File: config.mk
export PLATFORM = sky130hd
export DESIGN_NAME = pfs_port_select
export DESIGN_NICKNAME = d
export VERILOG_FILES = /design/src/pfs_pkg.sv /design/src/pfs_pad_cell.sv /design/src/pfs_port_select.sv
export SDC_FILE = /design/constraint.sdc
export NUM_CORES = 1
export LEC_CHECK = 0
export BUFFER_PORTS_ARGS = -buffer_cell sky130_fd_sc_hd__buf_4
export CAP_MARGIN = 10
export CORE_ASPECT_RATIO = 0.8
export CORE_MARGIN = 10
export CORE_UTILIZATION = 47
export DETAILED_ROUTE_END_ITERATION = 6
export MAX_ROUTING_LAYER = met4
export PLACE_DENSITY = 0.82
export RECOVER_POWER = 100
export SYNTH_ARGS = -nofsm -noshare
export SYNTH_HDL_FRONTEND = slang
export SYNTH_SLANG_ARGS = --single-unit
File: constraint.sdc
create_clock -name clock -period 1.45 [get_ports clock]
set_input_delay 0.0725 -clock clock [delete_from_list [all_inputs] [get_ports clock]]
set_output_delay 0.0725 -clock clock [all_outputs]
set_load 0.01 [all_outputs]
File: src/pfs_pkg.sv
// package for the port d / port e pin function select block
package pfs_pkg;
	// register addresses on the plain register port
	localparam logic [1:0] PFS_ADDR_PORT_D = 2'h0;
	localparam logic [1:0] PFS_ADDR_PORT_E_LOW = 2'h1;
	localparam logic [1:0] PFS_ADDR_PORT_E_HIGH = 2'h2;

	// values after reset: every field selects general-purpose i/o
	localparam logic [7:0] PFS_RESET_PORT_D = 8'h00;
	localparam logic [7:0] PFS_RESET_PORT_E_LOW = 8'h00;
	localparam logic [7:0] PFS_RESET_PORT_E_HIGH = 8'h00;

	// implemented bits of each register, the rest read as zero
	localparam logic [7:0] PFS_MASK_PORT_D = 8'hFF;
	localparam logic [7:0] PFS_MASK_PORT_E_LOW = 8'h7F;
	localparam logic [7:0] PFS_MASK_PORT_E_HIGH = 8'h1F;

	// field positions in the port e low register
	localparam int PFS_E3_FIELD_LSB = 5;
	localparam int PFS_E2_BIT = 4;
	localparam int PFS_E1_FIELD_LSB = 2;
	localparam int PFS_E0_FIELD_LSB = 0;

	// field positions in the port e high register
	localparam int PFS_E7_BIT = 4;
	localparam int PFS_E6_BIT = 3;
	localparam int PFS_E5_FIELD_LSB = 1;
	localparam int PFS_E4_BIT = 0;

	// port d bits named on their own; only d2 carries extra routing
	localparam int PFS_D2_BIT = 2;
	localparam int PFS_D5_BIT = 5;

	// two-bit field codes
	localparam logic [1:0] PFS_CODE_IO = 2'h0;
	localparam logic [1:0] PFS_CODE_LCD = 2'h1;

	// pad numbering: 0..7 are port d, 8..15 are port e
	localparam int PFS_PADS = 16;
	localparam int PFS_PORT_E_BASE = 8;

	// what a pad is connected to
	typedef enum logic [2:0] {
		PFS_FN_IO = 3'b001,
		PFS_FN_LCD = 3'b010,
		PFS_FN_TMR = 3'b100
	} pfs_fn_e;

	// drive of a group of pads: value and active-low enable
	typedef struct packed {
		logic [15:0] out;
		logic [15:0] oe_n;
	} pfs_drive_s;

	// register port request
	typedef struct packed {
		logic [1:0] addr;
		logic [7:0] wdata;
		logic wr;
		logic rd;
	} pfs_req_s;
endpackage : pfs_pkg

File: src/pfs_pad_cell.sv
// one pad output stage: picks gpio, lcd or timer drive and registers it
`timescale 1ns/1ps
`default_nettype none
module pfs_pad_cell
	import pfs_pkg::*;
(
	input wire logic clock, // system clock
	input wire logic rst, // synchronous reset, active high
	input wire logic ce, // clock enable
	input wire pfs_fn_e fn, // selected function
	input wire logic gpio_out, // gpio output value
	input wire logic gpio_oe_n, // gpio output enable, active low
	input wire logic seg_out, // lcd or special drive value
	input wire logic seg_oe_n, // lcd or special enable, active low
	input wire logic tmr_out, // timer output value
	output logic pad_out_q, // registered pad value
	output logic pad_oe_n_q // registered pad enable, active low
);
	logic out_d;
	logic oe_n_d;

	// a timer output always drives the pad
	assign out_d = (fn == PFS_FN_LCD) ? seg_out : (fn == PFS_FN_TMR) ? tmr_out : gpio_out;
	assign oe_n_d = (fn == PFS_FN_LCD) ? seg_oe_n : (fn == PFS_FN_TMR) ? 1'b0 : gpio_oe_n;

	// reset releases the pad so nothing fights the board before software runs
	always_ff @(posedge clock) begin
		if (rst) begin
			pad_out_q <= 1'b0;
			pad_oe_n_q <= 1'b1;
		end else if (ce) begin
			pad_out_q <= out_d;
			pad_oe_n_q <= oe_n_d;
		end
	end
endmodule : pfs_pad_cell
`default_nettype wire

File: src/pfs_port_select.sv
// register file and pad multiplexer for port d and port e functions
//
// Our own choices: the register offsets and strobed register access.
`timescale 1ns/1ps
`default_nettype none
module pfs_port_select
	import pfs_pkg::*;
(
	input wire logic clock, // system clock, 50 MHz
	input wire logic rst, // synchronous reset, active high
	input wire logic ce, // clock enable, low freezes all state
	input wire pfs_req_s req, // register port request
	output logic [7:0] rdata_q, // read data, valid the cycle after a read
	input wire pfs_drive_s gpio, // gpio drive for all sixteen pads
	input wire logic [7:0] d_special_out, // port d special function values
	input wire logic [7:0] d_special_oe_n, // port d special function enables, active low
	input wire logic [7:0] lcd_segment_e, // lcd segments eight to fifteen
	input wire logic timer0_output_a, // timer 0 output
	input wire logic timer1_output_a, // timer 1 output
	input wire logic timer2_output_a, // timer 2 output
	input wire logic [15:0] pad_in, // pad input levels
	output logic [15:0] pad_out_q, // pad output values
	output logic [15:0] pad_oe_n_q, // pad output enables, active low
	output logic timer0_clock_input_q // timer 0 clock from pad d2
);
	logic [7:0] port_d_function_select_q;
	logic [7:0] port_e_function_select_low_q;
	logic [7:0] port_e_function_select_high_q;
	logic [7:0] rdata_d;
	logic timer0_clock_input_d;

	// address decode
	wire sel_d = (req.addr == PFS_ADDR_PORT_D);
	wire sel_e_low = (req.addr == PFS_ADDR_PORT_E_LOW);
	wire sel_e_high = (req.addr == PFS_ADDR_PORT_E_HIGH);
	wire wr_d = req.wr & sel_d;
	wire wr_e_low = req.wr & sel_e_low;
	wire wr_e_high = req.wr & sel_e_high;

	// field extraction from the port e registers and port d bits d5, d2
	wire [1:0] pin_e3_select_field = port_e_function_select_low_q[PFS_E3_FIELD_LSB +: 2];
	wire pin_e2_select = port_e_function_select_low_q[PFS_E2_BIT];
	wire [1:0] pin_e1_select_field = port_e_function_select_low_q[PFS_E1_FIELD_LSB +: 2];
	wire [1:0] pin_e0_select_field = port_e_function_select_low_q[PFS_E0_FIELD_LSB +: 2];
	wire pin_e7_select = port_e_function_select_high_q[PFS_E7_BIT];
	wire pin_e6_select = port_e_function_select_high_q[PFS_E6_BIT];
	wire [1:0] pin_e5_select_field = port_e_function_select_high_q[PFS_E5_FIELD_LSB +: 2];
	wire pin_e4_select = port_e_function_select_high_q[PFS_E4_BIT];
	wire pin_d5_select = port_d_function_select_q[PFS_D5_BIT];
	wire pin_d2_select = port_d_function_select_q[PFS_D2_BIT];

	// unmapped addresses read as zero; unimplemented bits are never stored
	assign rdata_d = !req.rd ? 8'h00 :
		sel_d ? (port_d_function_select_q & PFS_MASK_PORT_D) :
		sel_e_low ? (port_e_function_select_low_q & PFS_MASK_PORT_E_LOW) :
		sel_e_high ? (port_e_function_select_high_q & PFS_MASK_PORT_E_HIGH) :
		8'h00;

	// register writes; a write to an unmapped address is dropped
	always_ff @(posedge clock) begin
		if (rst) begin
			port_d_function_select_q <= PFS_RESET_PORT_D;
			port_e_function_select_low_q <= PFS_RESET_PORT_E_LOW;
			port_e_function_select_high_q <= PFS_RESET_PORT_E_HIGH;
		end else if (ce) begin
			if (wr_d) begin
				port_d_function_select_q <= req.wdata & PFS_MASK_PORT_D;
			end
			if (wr_e_low) begin
				port_e_function_select_low_q <= req.wdata & PFS_MASK_PORT_E_LOW;
			end
			if (wr_e_high) begin
				port_e_function_select_high_q <= req.wdata & PFS_MASK_PORT_E_HIGH;
			end
		end
	end

	// read data stands for exactly one cycle, zero otherwise
	always_ff @(posedge clock) begin
		if (rst) begin
			rdata_q <= 8'h00;
		end else if (ce) begin
			rdata_q <= rdata_d;
		end
	end

	// per-pad function and alternate sources
	pfs_fn_e pin_fn [PFS_PADS];
	logic [15:0] seg_out;
	logic [15:0] seg_oe_n;
	logic [15:0] tmr_out;

	// port d: one bit per pad, the special function arrives ready-made from outside
	genvar gi;
	generate
		for (gi = 0; gi < 8; gi++) begin : g_port_d
			assign pin_fn[gi] = port_d_function_select_q[gi] ? PFS_FN_LCD : PFS_FN_IO;
			assign seg_out[gi] = d_special_out[gi];
			assign seg_oe_n[gi] = d_special_oe_n[gi];
			assign tmr_out[gi] = 1'b0;
		end
	endgenerate

	// port e segments always drive their pad when selected
	assign seg_out[15:8] = lcd_segment_e;
	assign seg_oe_n[15:8] = 8'h00;

	// port e pads 0 to 3 from the low register
	assign pin_fn[PFS_PORT_E_BASE + 0] = (pin_e0_select_field == PFS_CODE_LCD) ? PFS_FN_LCD : PFS_FN_IO;
	assign pin_fn[PFS_PORT_E_BASE + 1] = (pin_e1_select_field == PFS_CODE_IO) ? PFS_FN_IO :
		(pin_e1_select_field == PFS_CODE_LCD) ? PFS_FN_LCD : PFS_FN_TMR;
	assign pin_fn[PFS_PORT_E_BASE + 2] = pin_e2_select ? PFS_FN_LCD : PFS_FN_IO;
	assign pin_fn[PFS_PORT_E_BASE + 3] = (pin_e3_select_field == PFS_CODE_IO) ? PFS_FN_IO :
		(pin_e3_select_field == PFS_CODE_LCD) ? PFS_FN_LCD : PFS_FN_TMR;

	// port e pads 4 to 7 from the high register
	assign pin_fn[PFS_PORT_E_BASE + 4] = pin_e4_select ? PFS_FN_LCD : PFS_FN_IO;
	assign pin_fn[PFS_PORT_E_BASE + 5] = (pin_e5_select_field == PFS_CODE_IO) ? PFS_FN_IO :
		(pin_e5_select_field == PFS_CODE_LCD) ? PFS_FN_LCD : PFS_FN_TMR;
	assign pin_fn[PFS_PORT_E_BASE + 6] = pin_e6_select ? PFS_FN_LCD : PFS_FN_IO;
	assign pin_fn[PFS_PORT_E_BASE + 7] = pin_e7_select ? PFS_FN_LCD : PFS_FN_IO;

	// timer outputs reach only the pads that can carry them
	assign tmr_out[PFS_PORT_E_BASE + 0] = 1'b0;
	assign tmr_out[PFS_PORT_E_BASE + 1] = timer0_output_a;
	assign tmr_out[PFS_PORT_E_BASE + 2] = 1'b0;
	assign tmr_out[PFS_PORT_E_BASE + 3] = timer1_output_a;
	assign tmr_out[PFS_PORT_E_BASE + 4] = 1'b0;
	assign tmr_out[PFS_PORT_E_BASE + 5] = timer2_output_a;
	assign tmr_out[PFS_PORT_E_BASE + 6] = 1'b0;
	assign tmr_out[PFS_PORT_E_BASE + 7] = 1'b0;

	// the timer sees its clock only while d2 is given away, so gpio toggling cannot count
	assign timer0_clock_input_d = pin_d2_select & pad_in[PFS_D2_BIT];

	always_ff @(posedge clock) begin
		if (rst) begin
			timer0_clock_input_q <= 1'b0;
		end else if (ce) begin
			timer0_clock_input_q <= timer0_clock_input_d;
		end
	end

	// one registered output stage per pad
	generate
		for (gi = 0; gi < PFS_PADS; gi++) begin : g_pad
			pfs_pad_cell u_cell (
				.clock(clock),
				.rst(rst),
				.ce(ce),
				.fn(pin_fn[gi]),
				.gpio_out(gpio.out[gi]),
				.gpio_oe_n(gpio.oe_n[gi]),
				.seg_out(seg_out[gi]),
				.seg_oe_n(seg_oe_n[gi]),
				.tmr_out(tmr_out[gi]),
				.pad_out_q(pad_out_q[gi]),
				.pad_oe_n_q(pad_oe_n_q[gi])
			);
		end
	endgenerate

	// d5 needs nothing beyond the generic port d path; kept named for readability
	wire unused_d5 = pin_d5_select;
endmodule : pfs_port_select
`default_nettype wire

==> summary.txt, run 1 <==
Outcome
  • Status: finished clean

Clock network
  • Post-CTS Repair Setup Buffers: 0
  • CTS root buffer: clkbuf_8
  • H-tree Lvls: 3
  • Clock sink count: about 60
  • CTS Buffer Depth: 2
  • CTS tree: done
  • CTS buffer count: 9
  • Clk pin slew, worst setup/hold paths: 60 ps
  • Worst-Skew Late Latency: 340 ps
  • Cts repair resizes: 0

Logic synthesis
  • Cells after synthesis: 292
  • Total of warnings raised by yosys: 0
  • Synth area leaders: dfxtp_1, mux2i_1, buf_4
  • Synth top area share: 43.09%
  • Sequential share of the synthesized area: ~43%
  • Synthesized Nets: 382
  • Post-Syn Area: 2834 µm²
  • Asr flop ratio synth: 0%
  • Library cells used by synthesis: 27
  • Post-synth EDFFs: 0
  • Synth cell count leaders: dfxtp_1, nor2_1, mux2i_1, buf_4, a21oi_1
  • Leading area contributor after synthesis: dfxtp_1
  • Synthesized area per cell: roughly 9.7 µm²
  • Ys flop type: dfxtp_1
  • #FFs+latches synth: 61
  • Top-count cell post-synth: dfxtp_1

GRT
  • GRT met3 Usage: just under 8%
  • First-pass GRT wire length: 12.78 mm
  • Total track usage: between 10% and 20%
  • Antenna violations before repair: 0
  • Largest net degree at the start of global routing: 29
  • Grt met1 use: a little under a fifth
  • GRT overflow: 0
  • M2 GR Usage: between 20 and 30%
  • Most used routing layer: met2
  • Vias in the first global route: between 2k and 3k

Place
  • Placed Instance Area: roughly 3500 µm²
  • Placed insts: 447
  • IO Port Bufs: 115
  • Hpwl dp: 6.041 mm
  • RePlAce Congestion: 0.7660

Die
  • Boundary Pins: about 130
  • Initial Util: 48.19%
  • Die width: 106.8 µm
  • Rows: 25
  • Die H: ~89 µm
  • Core ar.: approximately 6000 µm²
  • Die area: 9555 µm²

Job
  • Max Cap Violations: 0

Layout
  • Count of antenna diodes in the layout: 0
  • Design Area, Final: about 3600 µm²
  • Share of layout cells above drive strength 1: 23.37%
  • Fin cells: 479
  • Area growth syn-to-layout: 28.74%
  • # nets final: 483

Critical path
  • Worst r2r src: port_d_function_select_q[2]$_SDFFE_PP0P_
  • Max FO, Critical Path: 12
  • Worst r2r dst: g_pad[2].u_cell.pad_oe_n_q$_SDFFE_PP1P_
  • Crit end category: register
  • WS Path Type: input port to register
  • Kind of cell adding the most delay to the critical path: simple AND/OR/NAND/NOR gates
  • Reg2Reg Depth: 3
  • Critical Path AT: roughly 1500 ps
  • Crit path buffers/inverters: 1
  • Critical Path Max Stage Delay: 750 ps
  • CP startpoint kind: input port
  • Slowest cell on crit path: and4bb_1
  • Worst Path Required: 1670 ps
  • Reg2Reg Setup Slack: 330 ps
  • Worst-path cell chain: clkbuf_1 -> and4bb_1 -> mux2i_1 -> nor2_1

STA
  • Worst-Margin Slew: ~850 ps
  • Hold_ws: roughly 17 ps
  • Max frequency: around 800 MHz
  • Final Max Slew Viols: 0
  • Final setup vio count: 0
  • Final Hold Fails: 0
  • Worst rel slew slack: a little over two fifths
  • Clock skew: 9.516 ps
  • Tmin final: roughly 1200 ps
  • TNS Setup: 0 ps
  • RSZ-0062 raised after global routing: no
  • Period utilisation layout: a little over four fifths

Drt
  • Drt first pass iters: 4
  • Vias per inst: 5.061
  • Via count: 2424
  • Total wire length: 7.946 mm
  • Post-route DRC violation count: 0
  • Routed wire per std cell: 16.59 µm
  • Starting DRT DRC Count: 77
  • Post-route ant nets: 0

Power and ir drop
  • Clock power frac: 36.6%
  • Sw Pwr: 0.0009245 W
  • Logic pwr share: between 10% and 20%
  • Switching share of power: 25.28%
  • Tot Pwr: 0.003657 W
  • Leakage power total: 1.522 nW
  • Cell-internal power: 0.002732 W
  • Flop pwr share: 49.3%
  • Pwr dens: 1002 nW/µm²
  • Maximum VDD drop: 649.6 µV

Min path
  • Hold endpoint: g_pad[8].u_cell.pad_out_q$_SDFFE_PP0P_
  • Hold path depth: 3
  • Hold Path Origin: gpio[24]
  • Hold Crit Class: input port to register
## metrics by stage
stage	utilization, %	setup WS (ps)
floorplan	-	436.8
global placement	59.66	280.2
detailed placement	59.66	242.5
CTS	65.40	329.2
global route	62.04	150.6
finish	62.04	224.5
## registers in the layout, summed over array words and instances, names as in the netlist
name                           count
port_e_function_select_high_q      5
timer0_clock_input_q               1
rdata_q                            8
port_d_function_select_q           8
port_e_function_select_low_q       7
g_pad.u_cell.pad_out_q            16
g_pad.u_cell.pad_oe_n_q           16
## layout make-up
cell class,count,area [µm²]
fillers,561,2232
multi-input cells,178,1241
flip-flops and latches,61,1221
repair buffers,139,892.1
clock buffers,12,155.1
well taps,81,101.3
clock inverters,4,22.52
inverters,4,15.01
## cells by family after synthesis
family / after synthesis / synth area share, %
buf+inv: 53 / 12.89
flops: 61 / 43.09
mux: 50 / 17.88
compound gates: 47 / 12.10
simple gates: 81 / 14.04
## layout by cell type (no fill, tap or decap)
cell type,netlist,final
nand4bb_1,1,1
nor2b_1,1,1
mux2i_1,45,45
dlygate4sd3_1,0,16
a311oi_1,1,1
clkinv_2,0,3
a221o_1,5,5
and4bb_1,0,1
a21oi_1,15,15
clkinvlp_4,0,1
nand3b_1,5,5
o41ai_1,3,3
a211o_1,8,8
nand2_1,14,14
nand4b_1,2,3
a211oi_1,12,12
nor2_1,47,47
o211ai_1,3,3
clkbuf_1,4,52
nand2b_1,4,4
mux2_2,5,5
inv_1,3,4
nand3_1,4,4
buf_4,34,72
clkbuf_8,0,11
nor4b_4,1,1
dfxtp_1,61,61
## tightest hold or removal path, stage by stage
cell and delay, ps:
buf_4 110, nand2_1 50, a311oi_1 80
## worst max path at each step
stage                                                        from                                        to  slack [ps]  depth (start not counted)
finish                                                    req[10]  port_d_function_select_q[1]$_SDFFE_PP0P_         220                          4
global route                                              req[10]  port_d_function_select_q[7]$_SDFFE_PP0P_         150                          4
CTS                      port_d_function_select_q[2]$_SDFFE_PP0P_   g_pad[2].u_cell.pad_oe_n_q$_SDFFE_PP1P_         330                          3
detailed placement                                        req[10]  port_d_function_select_q[1]$_SDFFE_PP0P_         240                          4
global placement                                          req[10]  port_d_function_select_q[1]$_SDFFE_PP0P_         280                          4
floorplan           port_e_function_select_high_q[1]$_SDFFE_PP0P_   g_pad[13].u_cell.pad_out_q$_SDFFE_PP0P_         440                          3
## timing repair
| item | 4_1_cts | 5_1_grt |
|---|---|---|
| endpoints found under the setup margin | 0 | 0 |
| hold endpoints to repair | 27 | 0 |
| hold buffers | 16 | 0 |
## routing by layer
metal	vias to the layer above	part of all wire, %
met5	-	0
met4	0	0.73
met3	7	8.3
met2	94	49
met1	1127	42
li1	1196	-
## power groups by stage
stage / Sequential, W / Combinational (W) / Clock [W]
final: 0.00180 / 0.000513 / 0.00134
after global routing: 0.00181 / 0.000567 / 0.00147
after CTS: 0.00180 / 0.000581 / 0.00138
after detailed placement: 0.00184 / 0.000544 / 0
after global placement: 0.00184 / 0.000529 / 0
after floorplan: 0.00183 / 0.000330 / 0
No activity file was read; power rests on OpenSTA's default activity.
==> run 2, diff against run 1 <==
CORE_UTILIZATION = 42   (was 47)
PLACE_DENSITY = 0.78   (was 0.82)
clock period = 1 ns   (was 1.45 ns; I/O delays follow)
==> run 2 against run 1 <==
- the flow now finishes with violations (setup timing)
- sequential share of layout area decreased by 2.2 points
- largest cell class unchanged
- critical endpoint is now g_pad[9].u_cell.pad_out_q$_SDFFE_PP0P_
- worst setup slack got worse by 270 ps
- die area up 9.4%
- global-route usage decreased by 1.3 points
- non-clock buffer count increased by 21
- power rose by 60%
- clock power up 81%
- first-iteration DRC count up 26%
==> summary.txt, run 2 (same netlist as run 1, synthesis figures left out) <==
Layout
  • FF/Latch Area: 1234 µm² (+1.0%)
  • Area growth syn-to-layout: 39.07%
  • Fin cells: 503 (+5.0%)
  • Share of layout cells above drive strength 1: 29.83% (+6.5 points)
  • Largest regs: g_pad.u_cell.pad_oe_n_q x16, g_pad.u_cell.pad_out_q x16
  • Count of antenna diodes in the layout: 0 (unchanged)
  • Filler Cell Count: 609 (+8.6%)
  • Most common cell after layout, fill and taps aside: buf_4
  • Design Area, Final: 3941 µm² (+8.0%)
  • Most frequent cells in the layout: buf_4, dfxtp_1, nor2_1, clkbuf_1, mux2i_1
  • Multi-input combinational cell area: 1259 µm² (+1.4%)
  • # nets final: 504 (+4.3%)

Clock network
  • CTS tree: done
  • CTS Buffer Depth: 2 (unchanged)
  • Post-CTS Repair Setup Buffers: 0 (unchanged)
  • H-tree Lvls: 3 (unchanged)
  • Clk pin slew, worst setup/hold paths: 70 ps (about the same)
  • Worst-Skew Late Latency: 340 ps (about the same)
  • CTS root buffer: clkbuf_8
  • Clock sink count: 61 (unchanged)
  • CTS buffer count: 9 (unchanged)

Critical path
  • WS Path Type: register to register
  • Critical Path AT: 1270 ps (-180 ps)
  • CP startpoint kind: register
  • Kind of cell adding the most delay to the critical path: flip-flops
  • Slowest cell on crit path: dfxtp_1
  • Worst-path cell chain: mux2_4 -> o211ai_1 -> a21oi_1
  • Crit end category: register
  • Worst Path Required: 1230 ps (-440 ps)
  • Max FO, Critical Path: 3 (-9)
  • Crit path buffers/inverters: 0 (-1)
  • Critical Path Max Stage Delay: 380 ps (-370 ps)

STA
  • Tmin final: 1043 ps
  • Worst rel slew slack: 70.17% (+27 points)
  • Setup ws final: -42.74 ps (-267.2 ps)
  • RSZ-0062 raised after global routing: yes
  • Clock skew: 3.093 ps (-6.424 ps)
  • Final setup vio count: 2 (+2)
  • Worst-Margin Slew: 447.4 ps (-402.2 ps)
  • Period utilisation layout: 104.3%
  • Max frequency: approximately 960 MHz
  • Final Max Slew Viols: 0 (unchanged)
  • Final Hold Fails: 0 (unchanged)

Drt
  • Total wire length: 8.146 mm (+2.5%)
  • Routed wire per std cell: 16.19 µm (-2.4%)
  • Post-route DRC violation count: 0 (unchanged)
  • Vias per inst: 4.952 (-2.1%)
  • Starting DRT DRC Count: 97 (+26%)
  • Drt first pass iters: 4 (unchanged)
  • Via count: 2491 (+2.8%)
  • Post-route ant nets: 0 (unchanged)

Die
  • Core ar.: 6474 µm² (+10%)
  • Die H: 93.47 µm (+4.5%)
  • Rows: 26 (+4.0%)
  • Die area: 10450 µm² (+9.4%)
  • Die width: 111.8 µm (+4.7%)
  • Boundary Pins: 131 (unchanged)
  • Initial Util: 43.78% (-4.4 points)

Power and ir drop
  • Leakage power total: 1.688 nW (+11%)
  • Tot Pwr: 0.005854 W (+60%)
  • Maximum VDD drop: 871.1 µV (+34%)
  • Pwr dens: 1485 nW/µm² (+48%)

Outcome
  • Status: complete, but fails checks
  • Violated checks: setup timing

GRT
  • Largest net degree at the start of global routing: 32 (+10%)
  • First-pass GRT wire length: 13.21 mm (+3.3%)
  • GRT overflow: 0 (unchanged)
  • Antenna violations before repair: 0 (unchanged)
  • Total track usage: 15.94% (-1.3 points)
  • Vias in the first global route: 2653 (+3.4%)

Place
  • Setup WS pre-CTS: -39.32 ps (-281.8 ps)
  • RePlAce Congestion: 0.8147 (+6.4%)
  • Placed insts: 468 (+4.7%)
  • Placed Instance Area: 3689 µm² (+5.1%)
  • Hpwl dp: 6.319 mm (+4.6%)
  • IO Port Bufs: 115 (unchanged)

Min path
  • Hold Crit Class: input port to register

Job
  • Max Cap Violations: 0 (unchanged)
[run 2: per-stage QoR]
step                hold slack [ps]  utilization, %  TNS (ps)
detailed placement            275.6           56.98    -201.9
finish                        37.00           60.88    -43.29
global placement              267.1           56.98    -17.86
global route                  45.73           60.88    -337.4
floorplan                     179.7               -         0
CTS                           16.61           63.61    -31.05
[run 2: cell type report]
class	instances	share of cell area [%]
inverters	4	0.3810
multi-input cells	178	31.94
clock inverters	6	2.190
well taps	84	2.667
repair buffers	160	28.03
clock buffers	10	3.492
flip-flops and latches	61	31.30
[run 2: layer usage]
metal / wire (µm) / vias to the layer above / GRT usage [%]
li1: - / 1247 / -
met1: 3648 / 1156 / 18.08
met2: 3914 / 82 / 26.26
met3: 521 / 6 / 5.172
met4: 60 / 0 / 5.128
met5: 0 / - / -
[run 2: worst paths after layout]
kind	startpoint	endpoint	slack (ps)	cells past startpoint
min reg2reg	g_pad[11].u_cell.pad_out_q$_SDFFE_PP0P_	g_pad[11].u_cell.pad_out_q$_SDFFE_PP0P_	460	2
max	port_e_function_select_low_q[2]$_SDFFE_PP0P_	g_pad[9].u_cell.pad_out_q$_SDFFE_PP0P_	-40	3
max reg2reg	port_e_function_select_low_q[2]$_SDFFE_PP0P_	g_pad[9].u_cell.pad_out_q$_SDFFE_PP0P_	-40	3
min	gpio[0]	g_pad[0].u_cell.pad_oe_n_q$_SDFFE_PP1P_	40	4
[run 2: worst reg2reg max path, cell delays in order, from the launching register on]
cell and delay [ps]:
dfxtp_1 380, mux2_4 320, o211ai_1 150, a21oi_1 80
[run 2: repair_timing]
action / CTS / global route
hold endpoints to repair: 30 / 0
endpoints found under the setup margin: 6 / 13
hold buffers: 19 / 0
pin swaps: 6 / 7
resized for setup: 6 / 9
[run 2: power breakdown]
part | total [W] | switching [W] | internal [W]
Combinational | 0.000829 | 0.000365 | 0.000464
Clock | 0.00242 | 0.000956 | 0.00146
Sequential | 0.00260 | 0.0000666 | 0.00254
